==> src/rtl/mpsm_defs.vh <==
`ifndef MPSM_DEFS_VH
`define MPSM_DEFS_VH

// top-level power states, one-hot
`define MPSM_ST_OFF     4'h1
`define MPSM_ST_ACTIVE  4'h2
`define MPSM_ST_SLEEP   4'h4
`define MPSM_ST_DORMANT 4'h8

// active sub-modes
`define MPSM_SUB_FULL     2'h0
`define MPSM_SUB_IDLE     2'h1
`define MPSM_SUB_AIRPLANE 2'h2
`define MPSM_SUB_EDRX     2'h3

// timer widths and reset values
`define MPSM_TMR_W       32
`define MPSM_TMR_ZERO    32'h0000_0000
`define MPSM_TMR_ONE     32'h0000_0001
`define MPSM_STEP        32'h0000_0001
// boot margin of the wakeup timer ahead of the cycle timer, in cycles
`define MPSM_BOOT_MARGIN 32'h0000_0010
// cycles the boot sequence takes before the area update goes out
`define MPSM_BOOT_CYC    32'h0000_0008

// synchroniser reset level for active-low inputs
`define MPSM_SYNC_IDLE   3'h7

`endif

==> src/rtl/mpsm_core.v <==
`timescale 1ns/1ps
`include "mpsm_defs.vh"

// Functional notes
// - exactly four power states: active, sleep, dormant, off; functions gated.
// - active runs one of four sub-modes: full, idle, airplane, eDRX.
// - sleep halts app core, modem in DRX, wake triggers watched.
// - sleep entry only on USB suspend or detach, DTR, no wake holds, GPIO, modem.
// - dormant is very low power, unreachable, registration context retained.
// - dormant period end boots modem and app, then sends area update.
// - after update stay active, return to dormant after inactivity period.
// - power applied: request asserted goes active, else goes dormant.
// - periodic cycle timer sets dormant length, used only in dormant.
// - wakeup timer is cycle timer minus margin, boot finishes first.
// - reset request with power-on asserted resets and wakes from dormant.
// - reset request without power-on asserted gives emergency power off.
// - power-on request assertion wakes module from off or dormant.
module mpsm_core (
  input wire clk_sys,
  input wire srst,
  input wire power_applied,
  input wire pwr_on_req_n,
  input wire rst_req_n,
  input wire [1:0] sub_mode_sel,
  input wire dormant_enable,
  input wire [31:0] periodic_cycle_timer,
  input wire [31:0] inactivity_period,
  input wire usb_attached,
  input wire usb_suspend,
  input wire host_ready,
  input wire wake_hold,
  input wire gpio_sleep_ok,
  input wire modem_sleep_ok,
  input wire wake_trigger,
  input wire data_activity,
  output reg [3:0] power_state,
  output reg [1:0] active_sub_mode,
  output reg app_core_run,
  output reg modem_run,
  output reg modem_drx,
  output reg wwan_radio_on,
  output reg context_retained,
  output reg area_update_pulse,
  output reg module_reset_pulse,
  output reg emergency_off_pulse
);

  // ****************************************
  // input synchronisers
  // ****************************************
  wire pwr_on_n_s;
  wire rst_n_s;
  wire applied_s;

  mpsm_sync u_sync_pwr (
    .clk_sys(clk_sys),
    .srst(srst),
    .din(pwr_on_req_n),
    .dout(pwr_on_n_s)
  );

  mpsm_sync u_sync_rst (
    .clk_sys(clk_sys),
    .srst(srst),
    .din(rst_req_n),
    .dout(rst_n_s)
  );

  mpsm_sync u_sync_app (
    .clk_sys(clk_sys),
    .srst(srst),
    .din(~power_applied),
    .dout(applied_s)
  );

  wire pwr_on = ~pwr_on_n_s;
  wire rst_req = ~rst_n_s;
  wire powered = ~applied_s;

  reg rst_req_d_reg;
  reg pwr_on_d_reg;
  reg powered_d_reg;
  wire rst_rise = rst_req & ~rst_req_d_reg;
  wire pwr_rise = pwr_on & ~pwr_on_d_reg;
  // off is left only when power arrives or on a fresh power-on request
  wire power_rise = powered & ~powered_d_reg;

  // ****************************************
  // state machine
  // ****************************************
  localparam ST_OFF = `MPSM_ST_OFF;
  localparam ST_ACTIVE = `MPSM_ST_ACTIVE;
  localparam ST_SLEEP = `MPSM_ST_SLEEP;
  localparam ST_DORMANT = `MPSM_ST_DORMANT;

  reg [3:0] state_reg;
  reg [3:0] state_next;
  reg [31:0] tmr_reg;
  reg [31:0] tmr_next;
  reg booting_reg;
  reg booting_next;
  reg [31:0] boot_reg;
  reg [31:0] boot_next;
  reg tau_next;
  reg mrst_next;
  reg eoff_next;

  // wakeup timer: shorter than the cycle timer by the boot margin, or one when the cycle timer does not exceed the margin
  wire [31:0] wake_time = (periodic_cycle_timer > `MPSM_BOOT_MARGIN) ?
    (periodic_cycle_timer - `MPSM_BOOT_MARGIN) : `MPSM_TMR_ONE;

  wire usb_ok = ~usb_attached | usb_suspend;
  wire sleep_ok = usb_ok & ~host_ready & ~wake_hold & gpio_sleep_ok &
    modem_sleep_ok;

  always @* begin
    state_next = state_reg;
    tmr_next = tmr_reg;
    booting_next = booting_reg;
    boot_next = boot_reg;
    tau_next = 1'b0;
    mrst_next = 1'b0;
    eoff_next = 1'b0;
    case (state_reg)
      ST_OFF: begin
        tmr_next = `MPSM_TMR_ZERO;
        if (power_rise) begin
          if (pwr_on) begin
            state_next = ST_ACTIVE;
          end else begin
            state_next = ST_DORMANT;
          end
        end else if (powered && pwr_rise) begin
          state_next = ST_ACTIVE;
        end
      end
      ST_ACTIVE: begin
        if (rst_rise && !pwr_on) begin
          eoff_next = 1'b1;
          state_next = ST_OFF;
        end else if (rst_rise) begin
          mrst_next = 1'b1;
          tmr_next = `MPSM_TMR_ZERO;
          booting_next = 1'b0;
        end else if (booting_reg) begin
          // boot in progress, then area update
          if (boot_reg >= `MPSM_BOOT_CYC) begin
            booting_next = 1'b0;
            tau_next = 1'b1;
            tmr_next = `MPSM_TMR_ZERO;
          end else begin
            boot_next = boot_reg + `MPSM_STEP;
          end
        end else if (data_activity) begin
          tmr_next = `MPSM_TMR_ZERO;
        end else if (dormant_enable && !pwr_on &&
                     tmr_reg >= inactivity_period) begin
          state_next = ST_DORMANT;
          tmr_next = `MPSM_TMR_ZERO;
        end else if (sleep_ok) begin
          state_next = ST_SLEEP;
        end else begin
          tmr_next = tmr_reg + `MPSM_STEP;
        end
      end
      ST_SLEEP: begin
        if (rst_rise && !pwr_on) begin
          eoff_next = 1'b1;
          state_next = ST_OFF;
        end else if (wake_trigger || !sleep_ok || rst_rise) begin
          state_next = ST_ACTIVE;
          tmr_next = `MPSM_TMR_ZERO;
          mrst_next = rst_rise;
        end
      end
      ST_DORMANT: begin
        // cycle timer counts here; the same tmr_reg also counts inactivity in active
        tmr_next = tmr_reg + `MPSM_STEP;
        if (rst_rise && !pwr_on) begin
          eoff_next = 1'b1;
          state_next = ST_OFF;
        end else if (rst_rise || pwr_rise || pwr_on) begin
          state_next = ST_ACTIVE;
          mrst_next = rst_rise;
          tmr_next = `MPSM_TMR_ZERO;
        end else if (tmr_reg >= wake_time) begin
          state_next = ST_ACTIVE;
          booting_next = 1'b1;
          boot_next = `MPSM_TMR_ZERO;
          tmr_next = `MPSM_TMR_ZERO;
        end
      end
      default: begin
        state_next = ST_OFF;
      end
    endcase
    if (!powered) begin
      state_next = ST_OFF;
      booting_next = 1'b0;
      tau_next = 1'b0;
      mrst_next = 1'b0;
    end
  end

  always @(posedge clk_sys) begin
    if (srst) begin
      state_reg <= ST_OFF;
      tmr_reg <= `MPSM_TMR_ZERO;
      booting_reg <= 1'b0;
      boot_reg <= `MPSM_TMR_ZERO;
      rst_req_d_reg <= 1'b0;
      pwr_on_d_reg <= 1'b0;
      powered_d_reg <= 1'b0;
    end else begin
      state_reg <= state_next;
      tmr_reg <= tmr_next;
      booting_reg <= booting_next;
      boot_reg <= boot_next;
      rst_req_d_reg <= rst_req;
      pwr_on_d_reg <= pwr_on;
      powered_d_reg <= powered;
    end
  end

  // ****************************************
  // registered outputs
  // ****************************************
  always @(posedge clk_sys) begin
    if (srst) begin
      power_state <= `MPSM_ST_OFF;
      active_sub_mode <= `MPSM_SUB_FULL;
      app_core_run <= 1'b0;
      modem_run <= 1'b0;
      modem_drx <= 1'b0;
      wwan_radio_on <= 1'b0;
      context_retained <= 1'b0;
      area_update_pulse <= 1'b0;
      module_reset_pulse <= 1'b0;
      emergency_off_pulse <= 1'b0;
    end else begin
      power_state <= state_next;
      active_sub_mode <= sub_mode_sel;
      app_core_run <= (state_next == ST_ACTIVE);
      modem_run <= (state_next == ST_ACTIVE) ||
        (state_next == ST_SLEEP);
      modem_drx <= (state_next == ST_SLEEP) ||
        ((state_next == ST_ACTIVE) &&
         (sub_mode_sel == `MPSM_SUB_EDRX));
      wwan_radio_on <= ((state_next == ST_ACTIVE) &&
        (sub_mode_sel != `MPSM_SUB_AIRPLANE)) ||
        (state_next == ST_SLEEP);
      // context held through dormant, dropped only at off
      context_retained <= (state_next != ST_OFF);
      area_update_pulse <= tau_next;
      module_reset_pulse <= mrst_next;
      emergency_off_pulse <= eoff_next;
    end
  end

endmodule

==> src/rtl/mpsm_sync.v <==
`timescale 1ns/1ps
`include "mpsm_defs.vh"

// three-stage synchroniser; output changes when stages two and three agree
module mpsm_sync (
  input wire clk_sys,
  input wire srst,
  input wire din,
  output reg dout
);

  reg [2:0] sync_reg;

  always @(posedge clk_sys) begin
    if (srst) begin
      sync_reg <= `MPSM_SYNC_IDLE;
      dout <= 1'b1;
    end else begin
      sync_reg <= {sync_reg[1:0], din};
      if (sync_reg[1] == sync_reg[2]) begin
        dout <= sync_reg[2];
      end
    end
  end

endmodule
==> config.mk <==
export PLATFORM = sky130hd
export DESIGN_NAME = mpsm_core
export DESIGN_NICKNAME = d
export VERILOG_FILES = /design/src/rtl/mpsm_core.v /design/src/rtl/mpsm_sync.v
export VERILOG_INCLUDE_DIRS = /design/src /design/src/rtl
export SDC_FILE = /design/constraint.sdc
export NUM_CORES = 1
export LEC_CHECK = 0
export BUFFER_PORTS_ARGS = -buffer_cell sky130_fd_sc_hd__clkbuf_2
export CAP_MARGIN = 15
export CELL_PAD_IN_SITES_DETAIL_PLACEMENT = 0
export CELL_PAD_IN_SITES_GLOBAL_PLACEMENT = 1
export CORE_MARGIN = 2
export CORE_UTILIZATION = 43
export DETAILED_ROUTE_END_ITERATION = 8
export GPL_ROUTABILITY_DRIVEN = 0
export PLACE_DENSITY_LB_ADDON = 0.1
export REMOVE_ABC_BUFFERS = 1
export SYNTH_ARGS = -nofsm -noshare
export SYNTH_HDL_FRONTEND = slang
export SYNTH_SLANG_ARGS = --single-unit
export TNS_END_PERCENT = 5
==> constraint.sdc <==
create_clock -name clk_sys -period 6.5 [get_ports clk_sys]
set_clock_uncertainty 0.05 [all_clocks]
set_input_delay 0.975 -clock clk_sys [delete_from_list [all_inputs] [get_ports clk_sys]]
set_output_delay 0.975 -clock clk_sys [all_outputs]
set_load 0.01 [all_outputs]
---- Word level (Yosys, flattened, before mapping) ----
Index checks and enable logic that the tools add are counted.
word-level totals
  register bits ........................... 94
  logic and storage cells ................. 151
operators by class
  $add $sub $neg .......................... 3
  order comparisons ....................... 4
  equality and inequality tests ........... 23
  mux-type cells .......................... 55
  bitwise logic cells ..................... 21
  reduce and logical (&&, ||, !) cells .... 23
operators with widths
  cell                                                                    number
  32-bit 2-to-1 mux                                                       20
  32-bit one-hot mux with 4 select lines                                  1
  32-bit by 1-bit adder with 32-bit output, second input constant         2
  32-bit >= comparator                                                    2
  32-bit one-hot mux with 2 select lines                                  1
  4-bit 2-to-1 mux                                                        15
  32-bit by 4-bit >= comparator with 1-bit output, second input constant  1
  32-bit by 5-bit > comparator with 1-bit output, second input constant   1
  32-bit by 5-bit subtractor with 32-bit output, second input constant    1
  2-bit inequality test, second input constant                            10
  4-bit one-hot mux with 4 select lines                                   1
  1-bit 2-to-1 mux                                                        15
  1-bit inverter                                                          13
  4-bit by 2-bit equality test with 1-bit output, second input constant   2
  4-bit by 3-bit equality test with 1-bit output, second input constant   2
  8-bit AND reduction                                                     1
  1-bit AND                                                               7
  1-bit logical OR                                                        7
  1-bit logical AND                                                       6
  6-bit inequality test, second input constant                            1
  6-bit AND reduction                                                     1
  6-bit OR reduction                                                      1
  5-bit AND reduction                                                     1
  4-bit by 1-bit equality test with 1-bit output, second input constant   1
  13 further kinds                                                        16

---- Depth between registers and ports, before layout ----
  depth in word-level cells ............... 17
  gate-level depth with buffers ........... 19

---- Cells and area by module ----
A second synthesis with hierarchy kept.
second synthesis, totals
  cell total of the unflattened synthesis .. 741
  area, all modules ....................... 6,020.8 sq um
modules (own cells, without submodules)
  module     instances  cells each  area an instance (sq um)  sequential area each (sq um)
  mpsm_core  1          711         5,675.4                   1,641.6
  mpsm_sync  3          10          115.1                     80.1

---- Worst setup path after synthesis ----
Ideal clock, no wire load.
  kind .................................... input-to-reg
  from .................................... input port periodic_cycle_timer[9]
  to ...................................... register tmr_reg[0]
  setup time .............................. 0.115 ns
  arrival ................................. 4.905 ns
  required time ........................... 6.335 ns
  setup slack ............................. 1.430 ns
  stages on the path ...................... 18
  buffers on the path ..................... 2
  path through ............................ or4_1 > nor3_2 > nand3_1 > or2_2 > nor4_1 > xor2_1 > nand2_1 > ha_1 > nand4_1 > or2_2 > or3_1 > o32ai_1 > o211ai_1 > a32oi_1 > a21o_1 > buf_2 > buf_6 > nor2_1
between the ends
  cells in the longest elaborated chain, start to end .. 7
RTL lines
  element                                                                                                                    RTL line         source
  from (decl)                                                                                                                mpsm_core.v:26   input wire [31:0] periodic_cycle_timer,
  32-bit by 5-bit subtractor with 32-bit output (no line) or 32-bit by 5-bit > comparator with 1-bit output (tied branches)  n/a
  32-bit 2-to-1 mux (no line) (*)                                                                                            n/a
  32-bit >= comparator (*)                                                                                                   mpsm_core.v:186  end else if (tmr_reg >= wake_time) begin
  32-bit 2-to-1 mux (*)                                                                                                      mpsm_core.v:186
  32-bit 2-to-1 mux (*)                                                                                                      mpsm_core.v:182  end else if (rst_rise || pwr_rise || pwr_on) begin
  32-bit 2-to-1 mux (*)                                                                                                      mpsm_core.v:179  if (rst_rise && !pwr_on) begin
  32-bit one-hot mux with 4 select lines (*)                                                                                 mpsm_core.v:124  case (state_reg)
  to (signal assigned)                                                                                                       mpsm_core.v:208  tmr_reg <= `MPSM_TMR_ZERO;
  to (signal assigned)                                                                                                       mpsm_core.v:216  tmr_reg <= tmr_next;
  to (decl)                                                                                                                  mpsm_core.v:98   reg [31:0] tmr_reg;
Every way passes the cells marked *; elsewhere a longest branch is shown, timed or not.
A chain may end at the register's enable or synchronous reset.

---- Worst setup path in the final report ----
  from .................................... input port periodic_cycle_timer[9]
  to ...................................... register tmr_reg[30]
Same word-level chain as after synthesis.

==> metrics.txt <==
# TYPE chip_impl_metric gauge
chip_impl_info{name="holdCritPathClass",value="reg -> reg"} 1
chip_impl_metric{name="sequential_fraction_of_design_power",unit="%"} 49.4
chip_impl_info{name="synth.largest_area_cell",value="dfxtp_1"} 1
chip_impl_metric{name="ctsHtreeMaxLevel",unit=""} 3
chip_impl_metric{name="share_clk_of_total_power",unit="%"} 42.8
chip_impl_metric{name="power_density",unit="mW/mm^2"} 167.9
chip_impl_metric{name="synth_top_area_share",unit="%"} 30.90
chip_impl_metric{name="hold_path_depth",unit=""} 1
chip_impl_metric{name="tritoncts.num_buffers",unit=""} 9
chip_impl_metric{name="fin_crit_sh",unit="%"} 81.44
chip_impl_metric{name="syn_avg_cell_area",unit="sq um"} 8.130
chip_impl_metric{name="finalSetupViolations",unit=""} 0
chip_impl_info{name="yosys.cell_count.top_type",value="dfxtp_1"} 1
chip_impl_info{name="clock_tree.root_cell",value="clkbuf_16"} 1
chip_impl_metric{name="drt-initial-drc-count",unit=""} 455
chip_impl_metric{name="detailedPlacementHpwl",unit="microns"} 11310
chip_impl_metric{name="synth_seq_area_share",unit="%"} 30.90
chip_impl_metric{name="grt_first_pass_wirelength",unit="microns"} 23540
chip_impl_metric{name="register_bit_total_from_synthesis",unit=""} 94
chip_impl_metric{name="design.final.nets",unit=""} 984
chip_impl_metric{name="final_period_minus_worst_setup_slack",unit="ps"} 5293
chip_impl_metric{name="power.combinational.fraction",unit="%"} 7.8
chip_impl_metric{name="grt_antenna_before_repair",unit=""} 0
chip_impl_metric{name="timing.critical_path.fanout_max",unit=""} 28
chip_impl_metric{name="final.setup.tns",unit="ps"} 0
chip_impl_metric{name="leakagePower",unit="nW"} 3.154
chip_impl_metric{name="worstPathBufferInverterCount",unit=""} 2
chip_impl_metric{name="vias_per_cell",unit=""} 5.351
chip_impl_metric{name="crit_path_max_incr_delay",unit="ps"} 580
chip_impl_info{name="yosys_most_used_dff",value="dfxtp_1"} 1
chip_impl_metric{name="clock.fmax",unit="MHz"} 188.9
chip_impl_metric{name="worst_setup_hold_path_clk_slew",unit="ps"} 60
chip_impl_metric{name="buffer_ports.inserted",unit=""} 93
chip_impl_info{name="hold_path_end",value="u_sync_app.sync_reg[1]$_SDFF_PP1_"} 1
chip_impl_metric{name="ys.warnings.count",unit=""} 0
chip_impl_metric{name="clock_network_latency_to_the_later_pin_of_the_worst_skew_pair",unit="ps"} 340
chip_impl_metric{name="synth_cell_type_count",unit=""} 64
chip_impl_metric{name="die_boundary_height",unit="microns"} 123.0
chip_impl_metric{name="sum_of_routed_wire_length_over_all_layers",unit="microns"} 14390
chip_impl_metric{name="grt_remaining_overflow",unit=""} 0
chip_impl_info{name="tritoncts",value="done"} 1
chip_impl_info{name="outcome",value="completed"} 1
chip_impl_metric{name="max-clock-path-buffers",unit=""} 2
chip_impl_metric{name="p_sw",unit="uW"} 269.1
chip_impl_metric{name="detail_route.wl_per_cell",unit="microns"} 14.11
chip_impl_info{name="synth_top_cells_by_area",value="dfxtp_1 (31%), ha_1 (14%), nand2_1 (5.5%)"} 1
chip_impl_info{name="timing.critical_path.slowest_stage_cell",value="or4_1"} 1
chip_impl_info{name="list_of_cells_traversed_by_the_critical_path",value="clkbuf_2 > or4_1 > nor3_2 > nand3_1 > or2_2 > nor4_1 > xor2_1 > nand2_1 > ha_1 > nand4_1 > or2_2 > or3_1 > o32ai_1 > o211ai_1 > a32oi_1 > a21o_1 > buf_4 > nor2_1"} 1
chip_impl_metric{name="rows",unit=""} 43
chip_impl_metric{name="globalRouteTotalUtil",unit="%"} 19.44
chip_impl_metric{name="p_sw_share",unit="%"} 22.95
chip_impl_metric{name="hold_ws",unit="ps"} 360.8
chip_impl_metric{name="starting_density_of_the_core",unit="%"} 43.87
chip_impl_metric{name="die_area",unit="sq mm"} 0.01513
chip_impl_metric{name="vdd.ir_drop.worst",unit="mV"} 0.1566
chip_impl_metric{name="drc_errors",unit=""} 0
chip_impl_metric{name="crit_arrival",unit="ps"} 5460
chip_impl_metric{name="postRouteAntennaNets",unit=""} 0
chip_impl_metric{name="async_flop_share",unit="%"} 0
chip_impl_metric{name="floorplan.io_pins",unit=""} 94
chip_impl_metric{name="number_of_synthesized_flops_with_an_enable_pin",unit=""} 0
chip_impl_info{name="cp-start-kind",value="input pin"} 1
chip_impl_metric{name="worst_ep_required_time",unit="ps"} 6670
chip_impl_metric{name="hold_viol_final",unit=""} 0
chip_impl_metric{name="cellInternalPower",unit="uW"} 903.6
chip_impl_metric{name="pin_count_of_the_biggest_net_entering_global_routing",unit=""} 33
chip_impl_metric{name="fp.dieW",unit="microns"} 123.0
chip_impl_metric{name="post-cts-setup-buffers",unit=""} 0
chip_impl_metric{name="clkSinkCount",unit=""} 94
chip_impl_metric{name="drt_pre_antenna_iters",unit=""} 4
chip_impl_info{name="rsz_0062_raised_after_global_routing",value="no"} 1
chip_impl_metric{name="drv.max_cap_violation_count",unit=""} 0
chip_impl_metric{name="antenna_cells",unit=""} 0
chip_impl_metric{name="postSynthCellCount",unit=""} 749
chip_impl_metric{name="via_count",unit=""} 5458
chip_impl_metric{name="setup.reg_to_reg.worst_slack",unit="ps"} 2910
chip_impl_metric{name="drive_above_1_share",unit="%"} 16.31
chip_impl_metric{name="timing.reg2reg.worst_path_depth",unit=""} 8
chip_impl_info{name="timing.critical_path.max_delay_family",value="simple AND/OR/NAND/NOR gates"} 1
chip_impl_metric{name="via_count_of_the_first_global_routing_pass",unit=""} 5057
chip_impl_metric{name="max-slew-margin-rel",unit="%"} 28.40
chip_impl_info{name="worst_r2r_endpoint",value="tmr_reg[27]$_SDFFE_PP0P_"} 1
chip_impl_info{name="worstHoldStart",value="u_sync_app.sync_reg[0]$_SDFF_PP1_"} 1
chip_impl_metric{name="timing.final.max_slew_violations",unit=""} 0
chip_impl_info{name="worstSetupPathType",value="in -> reg"} 1
chip_impl_metric{name="mappedNetlistArea",unit="sq mm"} 0.006090
chip_impl_metric{name="timing_worst_slew_pin_value",unit="ps"} 1074
chip_impl_metric{name="flow.area_growth_from_synthesis",unit="%"} 14.69
chip_impl_info{name="yosys-top-cells-count",value="dfxtp_1 (94), nand2_1 (89), nor2_1 (74)"} 1
chip_impl_metric{name="cts_hold_repair.buffers",unit=""} 0
chip_impl_info{name="worst_setup_path_end_kind",value="flip-flop"} 1
chip_impl_metric{name="cts_resized",unit=""} 0
chip_impl_metric{name="core_area",unit="sq mm"} 0.01388
chip_impl_info{name="crit_top_cell",value="or2_2"} 1
chip_impl_info{name="r2r-start",value="power_state[1]$_SDFF_PP0_"} 1
layout make-up:
type                            count  area [sq um]
Fill cell                        1315          6897
Clock buffer                       12         256.5
Clock inverter                      4         30.03
Timing Repair Buffer               99         515.5
Sequential cell                    94          1882
Inverter                           49         183.9
Multi-Input combinational cell    582          3891
Tap cell                          180         225.2
layout by cell type, fill, tap and decap left out, drive strengths merged, types with 9 or more instances in the layout:
cell type  synthesis  routed
clkbuf            15     105
dfxtp             94      94
nand2             89      89
nor2              74      74
ha                69      69
inv               49      50
a21oi             36      36
xnor2             33      33
nor4              28      28
nor3              27      27
and2              24      24
xor2              18      18
o21ai             18      18
nand3             17      17
nand4             17      17
or2               15      15
nand2b            12      12
and3              11      11
a31oi              9       9
per-stage QoR:
step	instance area, sq um	utilization (%)	instances	power (mW)	setup slack, ps
after global routing	6984	50.32	1020	1.222	844.4
after CTS	6972	50.23	1019	1.186	1201
after floorplan	5957	-	725	0.6386	1192
after global placement	6685	48.16	1003	0.6811	920.5
after detailed placement	6685	48.16	1003	0.6850	846.9
final	6984	50.32	1020	1.173	1207
power by group through the flow:
stage | Sequential (mW) | Clock [mW] | Combinational (mW)
floorplan | 0.593 | 0 | 0.0456
global placement | 0.593 | 0 | 0.0882
detailed placement | 0.593 | 0 | 0.0921
CTS | 0.580 | 0.514 | 0.0927
global route | 0.580 | 0.537 | 0.105
finish | 0.580 | 0.501 | 0.0914
cells by family (layout without fill, tap and decap cells):
group | count (synthesis) | in the layout | synth area share, %
flip-flops | 94 | 94 | 30.90
multiplexers | 1 | 1 | 0.1849
AO/OA/AOI/OAI | 113 | 113 | 12.47
buffers and inverters | 73 | 164 | 5.198
adder cells (fa/ha/maj) | 69 | 69 | 14.18
AND/OR/NAND/NOR | 348 | 348 | 29.73
XOR/XNOR | 51 | 51 | 7.335
metal layers:
| layer | vias to the layer above | track usage [%] | part of all wire (%) |
|---|---|---|---|
| met5 | - | 0 | 0 |
| met2 | 110 | 33.67 | 47 |
| met3 | 11 | 2.537 | 3.5 |
| met4 | 0 | 5.682 | 1.3 |
| met1 | 2509 | 25.24 | 48 |
| li1 | 2828 | - | - |
worst max path at each step:
stage	end	startpoint	slack (ps)	cells after the start
4_1_cts	tmr_reg[25]$_SDFFE_PP0P_	periodic_cycle_timer[9]	1200	18
5_1_grt	modem_drx$_SDFF_PP0_	periodic_cycle_timer[9]	840	18
3_5_place_dp	tmr_reg[25]$_SDFFE_PP0P_	periodic_cycle_timer[9]	850	18
2_1_floorplan	tmr_reg[0]$_SDFFE_PP0P_	periodic_cycle_timer[9]	1190	14
3_3_place_gp	tmr_reg[31]$_SDFFE_PP0P_	periodic_cycle_timer[9]	920	18
6_report	tmr_reg[30]$_SDFFE_PP0P_	periodic_cycle_timer[9]	1210	18
(Power assumes the default switching activity.)
